--- src/common/angs_consts.svh ---
// constants shared by both ends of the angle sensor spi link
`ifndef ANGS_CONSTS_SVH
`define ANGS_CONSTS_SVH

// -------------------------------------------------------------------------
// frame lengths and crc preset
// -------------------------------------------------------------------------
`define ANGS_LEN_16        5'h10
`define ANGS_LEN_17        5'h11
`define ANGS_LEN_20        5'h14
`define ANGS_LEN_21        5'h15
`define ANGS_CRC_PRESET    4'hF

// -------------------------------------------------------------------------
// configuration word bits
// -------------------------------------------------------------------------
`define ANGS_CFG_HOST_CRC_BIT  0
`define ANGS_CFG_S17_BIT       1

// -------------------------------------------------------------------------
// host timing: timer reloads, each phase lasts one cycle longer than its count
// -------------------------------------------------------------------------
`define ANGS_HALF_PERIOD   8'h09
`define ANGS_CS_SETUP      8'h0A
`define ANGS_CS_IDLE       8'h28

// -------------------------------------------------------------------------
// host register map (word index on the plain port)
// -------------------------------------------------------------------------
`define ANGS_HREG_CMD      4'h0
`define ANGS_HREG_CTRL     4'h1
`define ANGS_HREG_RX       4'h2
`define ANGS_HREG_STATUS   4'h3

`endif

--- src/common/angs_pkg.sv ---
// types shared by both ends of the angle sensor spi link
package angs_pkg;

	typedef enum logic [1:0] {
		ANGS_H_IDLE,
		ANGS_H_SETUP,
		ANGS_H_SHIFT,
		ANGS_H_GAP
	} angs_hstate_type;

	// crc step: feedback is input xor c3, then shift with tap into c1
	function automatic logic [3:0] angs_crc_step(input logic [3:0] c, input logic b);
		logic fb;
		fb = b ^ c[3];
		return {c[2], c[1], c[0] ^ fb, fb};
	endfunction

endpackage

--- src/common/angs_if.sv ---
// four wire spi link between host controller and angle sensor
`timescale 1ns/1ps
interface angs_if;
	logic sclk;
	logic cs_n;
	logic mosi;
	logic miso;

	modport sensor (input sclk, input cs_n, input mosi, output miso);
	modport host   (output sclk, output cs_n, output mosi, input miso);
endinterface

--- src/angs_sensor.sv ---
// sensor end of the angle sensor spi link: register access, crc, frame checks
//
// Contract
// RULE1: mode 3, sample rising, change falling
// RULE2: frames of 16, 17, 20 or 21 bits
// RULE3: 17-bit frame needs its enable bit
// RULE4: late-sampling host needs 17 clocks, enable first
// RULE5: excess clocks raise interface warning
// RULE6: 21-bit frame repeats crc msb last
// RULE7: write is 0, rw, addr6, data8, crc
// RULE8: full register needs two byte writes
// RULE9: mosi captured on sclk rising edge
// RULE10: read result comes in next frame
// RULE11: new read accepted while shifting out
// RULE12: all-zero command reads zero, no effect
// RULE13: host drops data without prior read
// RULE14: even address word, odd address byte
// RULE15: over 16 bits out appends crc
// RULE16: host crc ignored unless check enabled
// RULE17: bad crc discards frame, sets flag
// RULE18: crc x4+x+1, preset ones, msb first
// RULE19: crc feedback and shift per bit
// RULE20: host waits for extended read done
// RULE21: frame from cs fall to rise
`timescale 1ns/1ps
`include "angs_consts.svh"

module angs_sensor
	import angs_pkg::*;
(
	input  wire logic        i_sys_clk,
	input  wire logic        i_rst,
	angs_if.sensor           spi,
	input  wire logic [1:0]  i_cfg,        // [1] seventeen_bit_frame_enable, [0] host_crc_check_enable
	output logic [5:0]       o_wr_addr,
	output logic [7:0]       o_wr_data,
	output logic             o_wr_strobe,
	output logic [5:0]       o_rd_addr,
	input  wire logic [15:0] i_rd_word,    // register pair at o_rd_addr & ~1, same-cycle
	output logic             o_warn_ier,
	output logic             o_warn_crc,
	input  wire logic        i_clr_warn
);

	typedef struct packed {
		logic [1:0]  sclk_s1;
		logic [1:0]  cs_s1;
		logic [1:0]  mosi_s;
		logic        sclk_d;
		logic        cs_d;
		logic        in_frame;
		logic [4:0]  bits;
		logic [20:0] rx;
		logic [15:0] tx;
		logic [3:0]  tx_crc;
		logic [3:0]  rx_crc;
		logic        miso;
		logic [5:0]  rd_addr;
		logic [15:0] rd_word;
		logic [5:0]  wr_addr;
		logic [7:0]  wr_data;
		logic        wr_strobe;
		logic        ier;
		logic        crc_err;
	} angs_sens_type;

	angs_sens_type st_reg;
	angs_sens_type st_next;

	logic sclk_s;
	logic cs_s;
	logic mosi_in;
	logic rise;
	logic fall;
	logic frame_ok;
	logic len_ok;
	logic crc_ok;
	logic [4:0] nbits;
	logic [15:0] cmd;

	// -------------------------------------------------------------------------
	// synchronised pins and edge detection
	// -------------------------------------------------------------------------
	assign sclk_s  = st_reg.sclk_s1[1];
	assign cs_s    = st_reg.cs_s1[1];
	assign mosi_in = st_reg.mosi_s[1];
	assign rise    = sclk_s & ~st_reg.sclk_d & ~cs_s;   // [RULE1] [RULE9]
	assign fall    = ~sclk_s & st_reg.sclk_d & ~cs_s;   // [RULE1]

	// -------------------------------------------------------------------------
	// combined next-state logic
	// -------------------------------------------------------------------------
	always_comb begin
		st_next           = st_reg;
		nbits             = st_reg.bits;
		cmd               = 16'h0000;
		len_ok            = 1'b0;
		crc_ok            = 1'b1;
		frame_ok          = 1'b0;
		st_next.wr_strobe = 1'b0;
		// two-flop synchronisers; second stage only feeds logic
		st_next.sclk_s1 = {st_reg.sclk_s1[0], spi.sclk};
		st_next.cs_s1   = {st_reg.cs_s1[0], spi.cs_n};
		st_next.mosi_s  = {st_reg.mosi_s[0], spi.mosi};
		st_next.sclk_d  = sclk_s;
		st_next.cs_d    = cs_s;

		// clear first, so a set later in this cycle wins
		if (i_clr_warn) begin
			st_next.ier     = 1'b0;
			st_next.crc_err = 1'b0;
		end

		// frame start: reset counters, load the pending read result
		if (st_reg.cs_d && !cs_s) begin
			st_next.in_frame = 1'b1;                      // [RULE21]
			st_next.bits     = 5'h00;
			st_next.rx       = 21'h000000;
			st_next.rx_crc   = `ANGS_CRC_PRESET;
			st_next.tx       = st_reg.rd_word;            // [RULE10]
			st_next.tx_crc   = `ANGS_CRC_PRESET;
			st_next.miso     = st_reg.rd_word[15];
		end

		// capture on rising edge; host crc runs over first 16 bits
		if (rise && st_reg.in_frame) begin
			st_next.rx = {st_reg.rx[19:0], mosi_in};      // [RULE9]
			if (st_reg.bits < `ANGS_LEN_16) begin
				st_next.rx_crc = angs_crc_step(st_reg.rx_crc, mosi_in);   // [RULE18] [RULE19]
			end
			if (st_reg.bits != 5'h1F) begin
				st_next.bits = st_reg.bits + 5'h01;
			end
		end

		// shift out on falling edge: data msb first, then crc c3..c0; the crc
		// rotates back to where it began, so a 21st clock repeats c3
		if (fall && st_reg.in_frame) begin
			if (st_reg.bits < `ANGS_LEN_16) begin
				st_next.tx_crc = angs_crc_step(st_reg.tx_crc, st_reg.tx[15]);   // [RULE18]
				st_next.tx     = {st_reg.tx[14:0], 1'b0};
				st_next.miso   = st_reg.tx[15];           // [RULE1]
			end else if (st_reg.bits < `ANGS_LEN_21) begin
				st_next.tx_crc = {st_reg.tx_crc[2:0], st_reg.tx_crc[3]};
				st_next.miso   = st_reg.tx_crc[3];        // [RULE15] [RULE6]
			end
		end

		// frame end: judge length and crc, then act on the command
		if (!st_reg.cs_d && cs_s && st_reg.in_frame) begin
			st_next.in_frame = 1'b0;
			nbits = st_reg.bits;
			unique case (nbits)
				`ANGS_LEN_16: begin
					cmd    = st_reg.rx[15:0];
					len_ok = 1'b1;                        // [RULE2]
				end
				`ANGS_LEN_17: begin
					cmd    = st_reg.rx[16:1];
					len_ok = i_cfg[`ANGS_CFG_S17_BIT];    // [RULE3] [RULE4]
				end
				`ANGS_LEN_20: begin
					cmd    = st_reg.rx[19:4];
					len_ok = 1'b1;
					crc_ok = ~i_cfg[`ANGS_CFG_HOST_CRC_BIT] |
					         (st_reg.rx[3:0] == st_reg.rx_crc);   // [RULE16]
				end
				`ANGS_LEN_21: begin
					cmd    = st_reg.rx[20:5];
					len_ok = ~st_reg.rx[0];               // [RULE6] trailing bit must be zero
					crc_ok = ~i_cfg[`ANGS_CFG_HOST_CRC_BIT] |
					         (st_reg.rx[4:1] == st_reg.rx_crc);   // [RULE16]
				end
				default: begin
					cmd    = 16'h0000;
					len_ok = 1'b0;
				end
			endcase
			frame_ok = len_ok & crc_ok;
			if (!len_ok && nbits > `ANGS_LEN_16) begin
				st_next.ier = 1'b1;                       // [RULE5]
			end
			if (len_ok && !crc_ok) begin
				st_next.crc_err = 1'b1;                   // [RULE17] frame discarded
			end
			// leading bit must be zero; rw high writes, else read
			if (frame_ok && !cmd[15]) begin
				if (cmd[14]) begin
					st_next.wr_addr   = cmd[13:8];        // [RULE7] [RULE8]
					st_next.wr_data   = cmd[7:0];
					st_next.wr_strobe = 1'b1;
				end else begin
					st_next.rd_addr = cmd[13:8];          // [RULE11] [RULE12]
				end
			end
		end

		// fetch the read word one cycle after the address settles
		if (st_reg.rd_addr == 6'h00) begin
			st_next.rd_word = 16'h0000;                   // [RULE12]
		end else if (st_reg.rd_addr[0]) begin
			st_next.rd_word = {8'h00, i_rd_word[7:0]};    // [RULE14]
		end else begin
			st_next.rd_word = i_rd_word;                  // [RULE14]
		end

	end

	// -------------------------------------------------------------------------
	// state register
	// -------------------------------------------------------------------------
	always_ff @(posedge i_sys_clk or posedge i_rst) begin
		if (i_rst) begin
			st_reg         <= '0;
			st_reg.sclk_s1 <= 2'h3;
			st_reg.cs_s1   <= 2'h3;
			st_reg.sclk_d  <= 1'b1;
			st_reg.cs_d    <= 1'b1;
			st_reg.miso    <= 1'b1;
		end else begin
			st_reg <= st_next;
		end
	end

	assign spi.miso    = st_reg.miso;
	assign o_wr_addr   = st_reg.wr_addr;
	assign o_wr_data   = st_reg.wr_data;
	assign o_wr_strobe = st_reg.wr_strobe;
	assign o_rd_addr   = {st_reg.rd_addr[5:1], 1'b0};
	assign o_warn_ier  = st_reg.ier;
	assign o_warn_crc  = st_reg.crc_err;

endmodule

--- src/flat_wrapper.sv ---
// flat-port wrapper written by rule: the top's interface ports become plain ports
module angs_sensor_flat import angs_pkg::*;
  (i_sys_clk, i_rst, i_cfg, o_wr_addr, o_wr_data, o_wr_strobe, o_rd_addr, i_rd_word, o_warn_ier, o_warn_crc, i_clr_warn, spi_sclk, spi_cs_n, spi_mosi, spi_miso);
  angs_if spi_i ();
  input  wire logic i_sys_clk;
  input  wire logic i_rst;
  input  wire logic [1:0] i_cfg;
  output logic [5:0] o_wr_addr;
  output logic [7:0] o_wr_data;
  output logic o_wr_strobe;
  output logic [5:0] o_rd_addr;
  input  wire logic [15:0] i_rd_word;
  output logic o_warn_ier;
  output logic o_warn_crc;
  input  wire logic i_clr_warn;
  input wire logic [$bits(spi_i.sclk)-1:0] spi_sclk;
  input wire logic [$bits(spi_i.cs_n)-1:0] spi_cs_n;
  input wire logic [$bits(spi_i.mosi)-1:0] spi_mosi;
  output wire logic [$bits(spi_i.miso)-1:0] spi_miso;
  assign spi_i.sclk = spi_sclk;
  assign spi_i.cs_n = spi_cs_n;
  assign spi_i.mosi = spi_mosi;
  assign spi_miso = spi_i.miso;
  angs_sensor u_core (.i_sys_clk(i_sys_clk), .i_rst(i_rst), .spi(spi_i), .i_cfg(i_cfg), .o_wr_addr(o_wr_addr), .o_wr_data(o_wr_data), .o_wr_strobe(o_wr_strobe), .o_rd_addr(o_rd_addr), .i_rd_word(i_rd_word), .o_warn_ier(o_warn_ier), .o_warn_crc(o_warn_crc), .i_clr_warn(i_clr_warn));
endmodule
--- config.mk ---
export PLATFORM = sky130hd
export DESIGN_NAME = angs_sensor_flat
export DESIGN_NICKNAME = d
export VERILOG_FILES = /design/src/common/angs_pkg.sv /design/src/common/angs_if.sv /design/src/angs_sensor.sv /design/src/flat_wrapper.sv
export VERILOG_INCLUDE_DIRS = /design/src /design/src/common
export SDC_FILE = /design/constraint.sdc
export NUM_CORES = 1
export LEC_CHECK = 0
export BUFFER_PORTS_ARGS = -buffer_cell sky130_fd_sc_hd__clkbuf_2
export CORE_MARGIN = 1.5
export CORE_UTILIZATION = 45
export DETAILED_ROUTE_END_ITERATION = 16
export GPL_TIMING_DRIVEN = 0
export PLACE_DENSITY_LB_ADDON = 0.1
export SYNTH_ARGS = -nofsm -noshare
export SYNTH_HDL_FRONTEND = slang
export SYNTH_SLANG_ARGS = --single-unit
--- constraint.sdc ---
create_clock -name i_sys_clk -period 4.59 [get_ports i_sys_clk]
set_clock_uncertainty 0.2 [all_clocks]
set_input_delay 1.377 -clock i_sys_clk [delete_from_list [all_inputs] [get_ports i_sys_clk]]
set_output_delay 1.377 -clock i_sys_clk [all_outputs]
set_load 0.005 [all_outputs]
==> summary.txt, run 1 <==
Global routing
  – Vias in the first global route: 3400
  – First-pass GRT wire length: about 17000 µm
  – GRT Total Usage: 0.187
  – Antenna violations before repair: 0
  – Largest net degree at the start of global routing: 52
  – Overflow after GRT: 0

Worst setup path
  – Worst r2r src: u_core.nbits[1]
  – Worst setup path start: i_cfg[1]
  – Worst Reg-to-Reg Cells: 10
  – Critical-path cell list: clkbuf_2 > a31oi_1 > o32ai_1 > nand3_1 > nor3b_4 > buf_6 > mux2_1
  – Critical path type: in2reg
  – R2R Setup Slk: 1.30 ns
  – FF-to-FF End: u_core.o_wr_data[4]
  – Worst path top cell family by delay: simple AND/OR/NAND/NOR gates
  – CP required: approximately 4.6 ns
  – Slowest stage cell on the critical path: o32ai_1
  – Worst setup SP type: input pin
  – WP data arrival: 3.57 ns
  – Crit. End Element: register
  – Critical path buffer and inverter count: 2
  – Crit path largest cell delay: approximately 0.6 ns
  – CP max FO: 10

Detailed routing
  – Wl on met1: 4400 µm
  – Vias per inst: 5.21
  – DR iter-0 viols: approximately 110
  – Detail Route met2 WL: 4640 µm
  – Post-Route WL: around 9500 µm
  – # DRC: 0
  – Top Metal Used: met4
  – DRT antenna net count: 0
  – Average wire per standard cell: ~14 µm
  – DR vias: about 3400
  – Routed met3 length: 352 µm
  – DRT Pass-1 Iters: 4

Logic synthesis
  – Simple-gate share of the synthesized area: 0.134
  – Synth warn: 0
  – Synth unique cells: between 40 and 50
  – Post-Syn Nets: slightly below 500
  – Average size of a mapped cell: around 10 µm²
  – Mux contribution to synthesized area: 0.114
  – XOR/XNOR Fraction of Synth Area: 0.0206
  – Post-Syn Area: roughly 0.0047 mm²
  – Async set-reset flop share out of synthesis: 1.00
  – Main combinational cell family by area after synthesis: simple AND/OR/NAND/NOR gates
  – Number of synthesized flops with an enable pin: 0
  – Yosys reg bits: 99
  – Syn Inst Count: around 460
  – Sequential share of the synthesized area: 0.531
  – Post-Synth Adder-Cell Area: 0.0107
  – Synth Area in Compound Gates: 0.121
  – Synth Flop Type: dfrtp_1

Final layout
  – Area growth syn-to-layout: 13.7%
  – Finished Layout Cells: approximately 660
  – Nets@finish: about 540
  – # diodes: 0
  – Most frequent cells in the layout: dfrtp_1 (92), nand2_1 (68), o21ai_0 (62), clkbuf_2 (46), mux2i_1 (31)
  – Post-route cell area: approximately 0.0053 mm²
  – Flip-flop count of the largest register after layout: 65
  – Final Core Density: 0.520
  – Share of cells above drive strength 1: 0.208
  – Commonest non-fill, non-tap cell in the layout: dfrtp_1

CTS
  – CTS Sinks: 99
  – Clock buffer depth: 2
  – Post-CTS Setup Repair Bufs: 0
  – Cts repair resizes: 0
  – Skew-Pair Late Insertion Delay: 0.36 ns
  – H-tree lvl count: 3
  – Root Buffer: clkbuf_8
  – Clock transition at path regs: roughly 0.09 ns
  – CTS tree: done
  – TritonCTS Buffers: 9
  – Hold Buf Count CTS: 0

Run status
  – Status: finished, final reports clean

Die
  – Area of the core: roughly 0.010 mm²
  – Die height: between 100 and 150 µm
  – Die Area: between 0.01 and 0.015 mm²
  – Initial Util: 0.458
  – Io pins: 48
  – Row cnt: 37
  – Die width: roughly 110 µm

Pwr
  – Psw: between 0.0003 and 0.0004 W
  – Clock share of power: 0.375
  – Sequential share of power: 0.574
  – Pwr/cell area: between 200 and 300 mW/mm²
  – Int Power: 0.00119 W
  – Leak Pwr: about 2.4 nW
  – Combinational group share of total power: 0.051
  – Switching Fraction: 0.239
  – Peak supply drop: between 0.1 and 0.15 mV
  – Power, Total: roughly 0.0016 W

Place
  – Placement Setup Slack: around 0.74 ns
  – Port bufs: 46
  – Final Wtd Congestion: 0.825
  – Post-placement cell area: a little over 0.005 mm²
  – Detailed placer's ending HPWL: between 6000 and 7000 µm
  – Placed cells: 640

STA
  – RSZ-0062 raised after global routing: no
  – Fin crit period: roughly 3.5 ns
  – Worst-Margin Slew: around 0.75 ns
  – Top achievable clock speed: 0.284 GHz
  – Final slew viol count: 0
  – Setup WS post-layout: roughly 1.1 ns
  – Hold Vio Cnt, Final: 0
  – Relative slew slack: 0.496
  – Period Utilization, post-route: 0.768
  – Final setup viols: 0

Hold path
  – WHS Endpoint: u_core.mosi_in
  – Hold path depth: 0
  – Worst hold path class: reg2reg
  – Hold Crit Start: u_core.st_next[94]

Flow run
  – Max-cap violations: 0
[routing by layer]
layer / up-vias / global-route usage
li1: 1648 / -
met1: 1672 / 0.252
met2: 86 / 0.309
met3: 10 / 0.0331
met4: 0 / 0.0558
met5: - / 0
[cells in the mapped netlist (2+ instances only)]
cell type	n	area, µm²
xnor2_1	4	35.0
nor3_1	4	20.0
and3_1	2	12.5
inv_1	12	45.0
buf_4	20	150
nand3_1	7	35.0
mux2i_1	31	310
xor2_1	7	61.3
nor4_1	2	12.5
and2_1	19	119
a21oi_1	12	60.1
buf_6	2	22.5
clkbuf_1	22	82.6
nor2_1	22	82.6
mux2_1	10	113
o21ai_0	62	310
dfstp_2	7	184
dfrtp_1	92	2300
nand2_1	68	255
o32ai_1	2	17.5
buf_2	2	10.0
buf_1	2	7.51
a22oi_1	14	105
mux2_2	10	113
ha_1	4	50.1
nor4bb_1	2	20.0
nand2b_1	2	12.5
[layout make-up]
class	instances	area [µm²]
inverters	12	47.5
plain buffers	48	273
clock buffers	10	138
multi-input cells	298	1880
well taps	136	170
fillers	965	4910
flip-flops and latches	99	2490
clock inverters	6	72.6
repair buffers	47	258
[through the flow]
step	setup TNS [ns]	hold slack [ns]
floorplan	0	0.131
global placement	-66.90	0.132
detailed placement	0	0.135
CTS	0	0.159
global route	0	0.165
finish	0	0.157
[worst max path at each step]
stage               cells past startpoint                   to  slack [ns]
floorplan                               1       u_core.mosi_in        0.43
global placement                        2    u_core.st_reg[46]       -0.73
detailed placement                      7  u_core.o_wr_data[0]        0.74
CTS                                     7  u_core.o_wr_data[4]        1.10
global route                            7  u_core.o_wr_data[4]        0.98
finish                                  7  u_core.o_wr_data[4]        1.06
[kinds of logic after synthesis]
kind of cell | count (synthesis)
xor+xnor | 11
mux | 51
compound gates | 98
other cells | 1
flops | 99
buf+inv | 60
simple gates | 133
fa+ha+maj | 4
[power by group through the flow]
stage / Clock [W] / Sequential (W) / Combinational (W)
4_1_cts: 0.000605 / 0.000897 / 0.0000830
2_1_floorplan: 0 / 0.000912 / 0.0000541
3_3_place_gp: 0 / 0.000914 / 0.0000778
6_report: 0.000585 / 0.000898 / 0.0000803
3_5_place_dp: 0 / 0.000914 / 0.0000826
5_1_grt: 0.000644 / 0.000900 / 0.0000918
Note: power is estimated with default switching activity, not from simulation.
==> inputs of run 2 (changes only) <==
==> constraint.sdc (replaced) <==
create_clock -name i_sys_clk -period 3.1 [get_ports i_sys_clk]
set_clock_uncertainty 0.2 [all_clocks]
set_input_delay 0.93 -clock i_sys_clk [delete_from_list [all_inputs] [get_ports i_sys_clk]]
set_output_delay 0.93 -clock i_sys_clk [all_outputs]
set_load 0.005 [all_outputs]
==> summary.txt, run 2 (synthesized netlist as in run 1, its figures left out) <==
Hold path
  – Worst hold path class: reg2reg (unchanged)

STA
  – RSZ-0062 raised after global routing: no (unchanged)
  – Hold Vio Cnt, Final: 0 (unchanged)
  – Hold WS: 0.158 ns (was 0.157 ns)
  – Fin crit period: approximately 2.9 ns
  – Period Utilization, post-route: 0.927
  – Final slew viol count: 0 (unchanged)
  – Relative slew slack: 0.508 (was 0.496)
  – Setup WS post-layout: 0.226 ns (was 1.06 ns)
  – Worst-Margin Slew: 0.732 ns (was 0.750 ns)
  – Top achievable clock speed: 0.348 GHz
  – Final setup viols: 0 (unchanged)

Worst setup path
  – Critical-path cell list: inv_1 > ha_1 > and4b_1 > buf_6 > inv_1 > o32ai_2 > nand3_1 > buf_4 > nor3b_4 > buf_4 > mux2_2 (was clkbuf_2 > a31oi_1 > o32ai_1 > nand3_1 > nor3b_4 > buf_6 > mux2_1)
  – Critical path type: reg2reg (was in2reg)
  – Crit. End Element: register (unchanged)
  – Crit path largest cell delay: 0.44 ns (was 0.60 ns)
  – WP data arrival: 2.92 ns (was 3.57 ns)
  – CP required: 3.15 ns (was 4.63 ns)
  – Slowest stage cell on the critical path: dfrtp_1 (was o32ai_1)
  – CP max FO: 9 (was 10)
  – Worst setup SP type: register (was input pin)

Place
  – Placement Setup Slack: -0.267 ns (was 0.744 ns)
  – Final Wtd Congestion: 0.826 (was 0.825)
  – Detailed placer's ending HPWL: 6780 µm (was 6680 µm)
  – Placed cells: 641 (was 640)
  – Port bufs: 46 (unchanged)

Detailed routing
  – Average wire per standard cell: 14.5 µm (about the same)
  – DRT antenna net count: 0 (unchanged)
  – DR vias: 3401 (was 3416)
  – DR iter-0 viols: 113 (was 112)
  – DRT Pass-1 Iters: 5 (was 4)
  – Post-Route WL: 9560 µm (was 9510 µm)
  – # DRC: 0 (unchanged)
  – Vias per inst: 5.16 (was 5.21)

Global routing
  – Overflow after GRT: 0 (unchanged)
  – Antenna violations before repair: 0 (unchanged)
  – Largest net degree at the start of global routing: 43 (was 52)
  – Vias in the first global route: 3416 (was 3400)
  – First-pass GRT wire length: 16600 µm (about the same)
  – GRT Total Usage: 0.189 (was 0.187)

CTS
  – Root Buffer: clkbuf_8 (unchanged)
  – CTS tree: done (unchanged)
  – Clock buffer depth: 2 (unchanged)
  – Hold Buf Count CTS: 0 (unchanged)
  – Clock transition at path regs: 0.10 ns (was 0.09 ns)
  – CTS Sinks: 99 (unchanged)
  – Skew-Pair Late Insertion Delay: 0.36 ns (about the same)
  – TritonCTS Buffers: 9 (unchanged)
  – H-tree lvl count: 3 (unchanged)

Final layout
  – FILL cells: 953 (was 965)
  – Most frequent cells in the layout: dfrtp_1 (92), nand2_1 (68), o21ai_0 (62), clkbuf_2 (47), mux2i_1 (31) (was dfrtp_1 (92), nand2_1 (68), o21ai_0 (62), clkbuf_2 (46), mux2i_1 (31))
  – Share of cells above drive strength 1: 0.216 (was 0.208)
  – Commonest non-fill, non-tap cell in the layout: dfrtp_1 (unchanged)
  – Flip-flop count of the largest register after layout: 65 (unchanged)
  – Finished Layout Cells: 659 (was 656)
  – Area growth syn-to-layout: 14.4% (was 13.7%)
  – # diodes: 0 (unchanged)
  – Nets@finish: 546 (was 543)
  – Final Core Density: 0.524 (was 0.520)

Pwr
  – Pwr/cell area: 429 mW/mm² (was 294 mW/mm²)
  – Leak Pwr: 2.44 nW (was 2.43 nW)
  – Peak supply drop: 0.216 mV (was 0.131 mV)

Run status
  – Status: finished, final reports clean (unchanged)

Die
  – Row cnt: 37 (unchanged)
  – Die width: 105 µm (unchanged)
  – Die height: 105 µm (unchanged)
  – Io pins: 48 (unchanged)
  – Die Area: 0.0110 mm² (unchanged)
  – Area of the core: 0.0102 mm² (unchanged)
  – Initial Util: 0.458 (unchanged)

Flow run
  – Max-cap violations: 0 (unchanged)
[run 2: changes by cell type in the layout (fill, tap and decap cells not counted), sizes merged]
cell      previous run  this run
buf                 27        30
clkinvlp             0         3
clkinv               3         1
inv                 14        13
[run 2: area by class of cell]
cell class | instances | area, µm² | share of cell area
tap | 136 | 170 | 0.0318
sequential | 99 | 2490 | 0.464
clock buffer | 10 | 128 | 0.0238
timing repair buffer | 51 | 293 | 0.0546
clock inverter | 6 | 73.8 | 0.0138
multi-input combinational | 298 | 1890 | 0.352
inverter | 12 | 48.8 | 0.00911
buffer | 47 | 270 | 0.0504
[run 2: through the flow]
step | area (µm²) | TNS, ns | total power (W)
after floorplan | 4690 | 0 | 0.00143
after global placement | 5090 | -2.64 | 0.00147
after detailed placement | 5130 | -2.90 | 0.00148
after CTS | 5350 | 0 | 0.00232
after global routing | 5360 | 0 | 0.00240
final | 5360 | 0 | 0.00230
[run 2: timing repair]
item,4_1_cts,5_1_grt
endpoints found under the setup margin,12,22
setup buffers,2,1
pin swaps,1,1
gates resized for setup,1,1
[run 2: where the power goes]
part | switching, W | total (W) | leakage, nW | internal, W
logic | 0.0000776 | 0.000123 | 1.03 | 0.0000450
registers | 0.0000163 | 0.00133 | 1.31 | 0.00131
clock network | 0.000465 | 0.000848 | 0.0950 | 0.000384
[run 2: worst paths after layout]
check / from / to / slack, ns / cells past startpoint
setup / recovery: u_core.nbits[1] / u_core.o_wr_addr[1] / 0.23 / 11
hold / removal: u_core.st_next[94] / u_core.mosi_in / 0.16 / 0
setup reg to reg: u_core.nbits[1] / u_core.o_wr_addr[1] / 0.23 / 11
hold reg to reg: u_core.st_next[94] / u_core.mosi_in / 0.16 / 0
max in group asynchronous: i_rst / u_core.o_wr_addr[3] / 1.47 / 4
min in group asynchronous: i_rst / u_core.st_reg[44] / 0.40 / 2
[run 2: critical path, delay by kind of cell, from the launching register on]
kind	cells	cell delay, ns
muxes	1	0.33
DFF	1	0.44
and+or+nand+nor	3	0.64
adders and majority gates	1	0.24
AOI/OAI and AO/OA	1	0.24
buffers and inverters	5	0.67
[run 2: layer usage]
metal / GRT usage / up-vias / routed length (µm)
li1: - / 1654 / -
met1: 0.253 / 1661 / 4450
met2: 0.309 / 75 / 4610
met3: 0.0343 / 11 / 348
met4: 0.0695 / 0 / 153
met5: 0 / - / 0
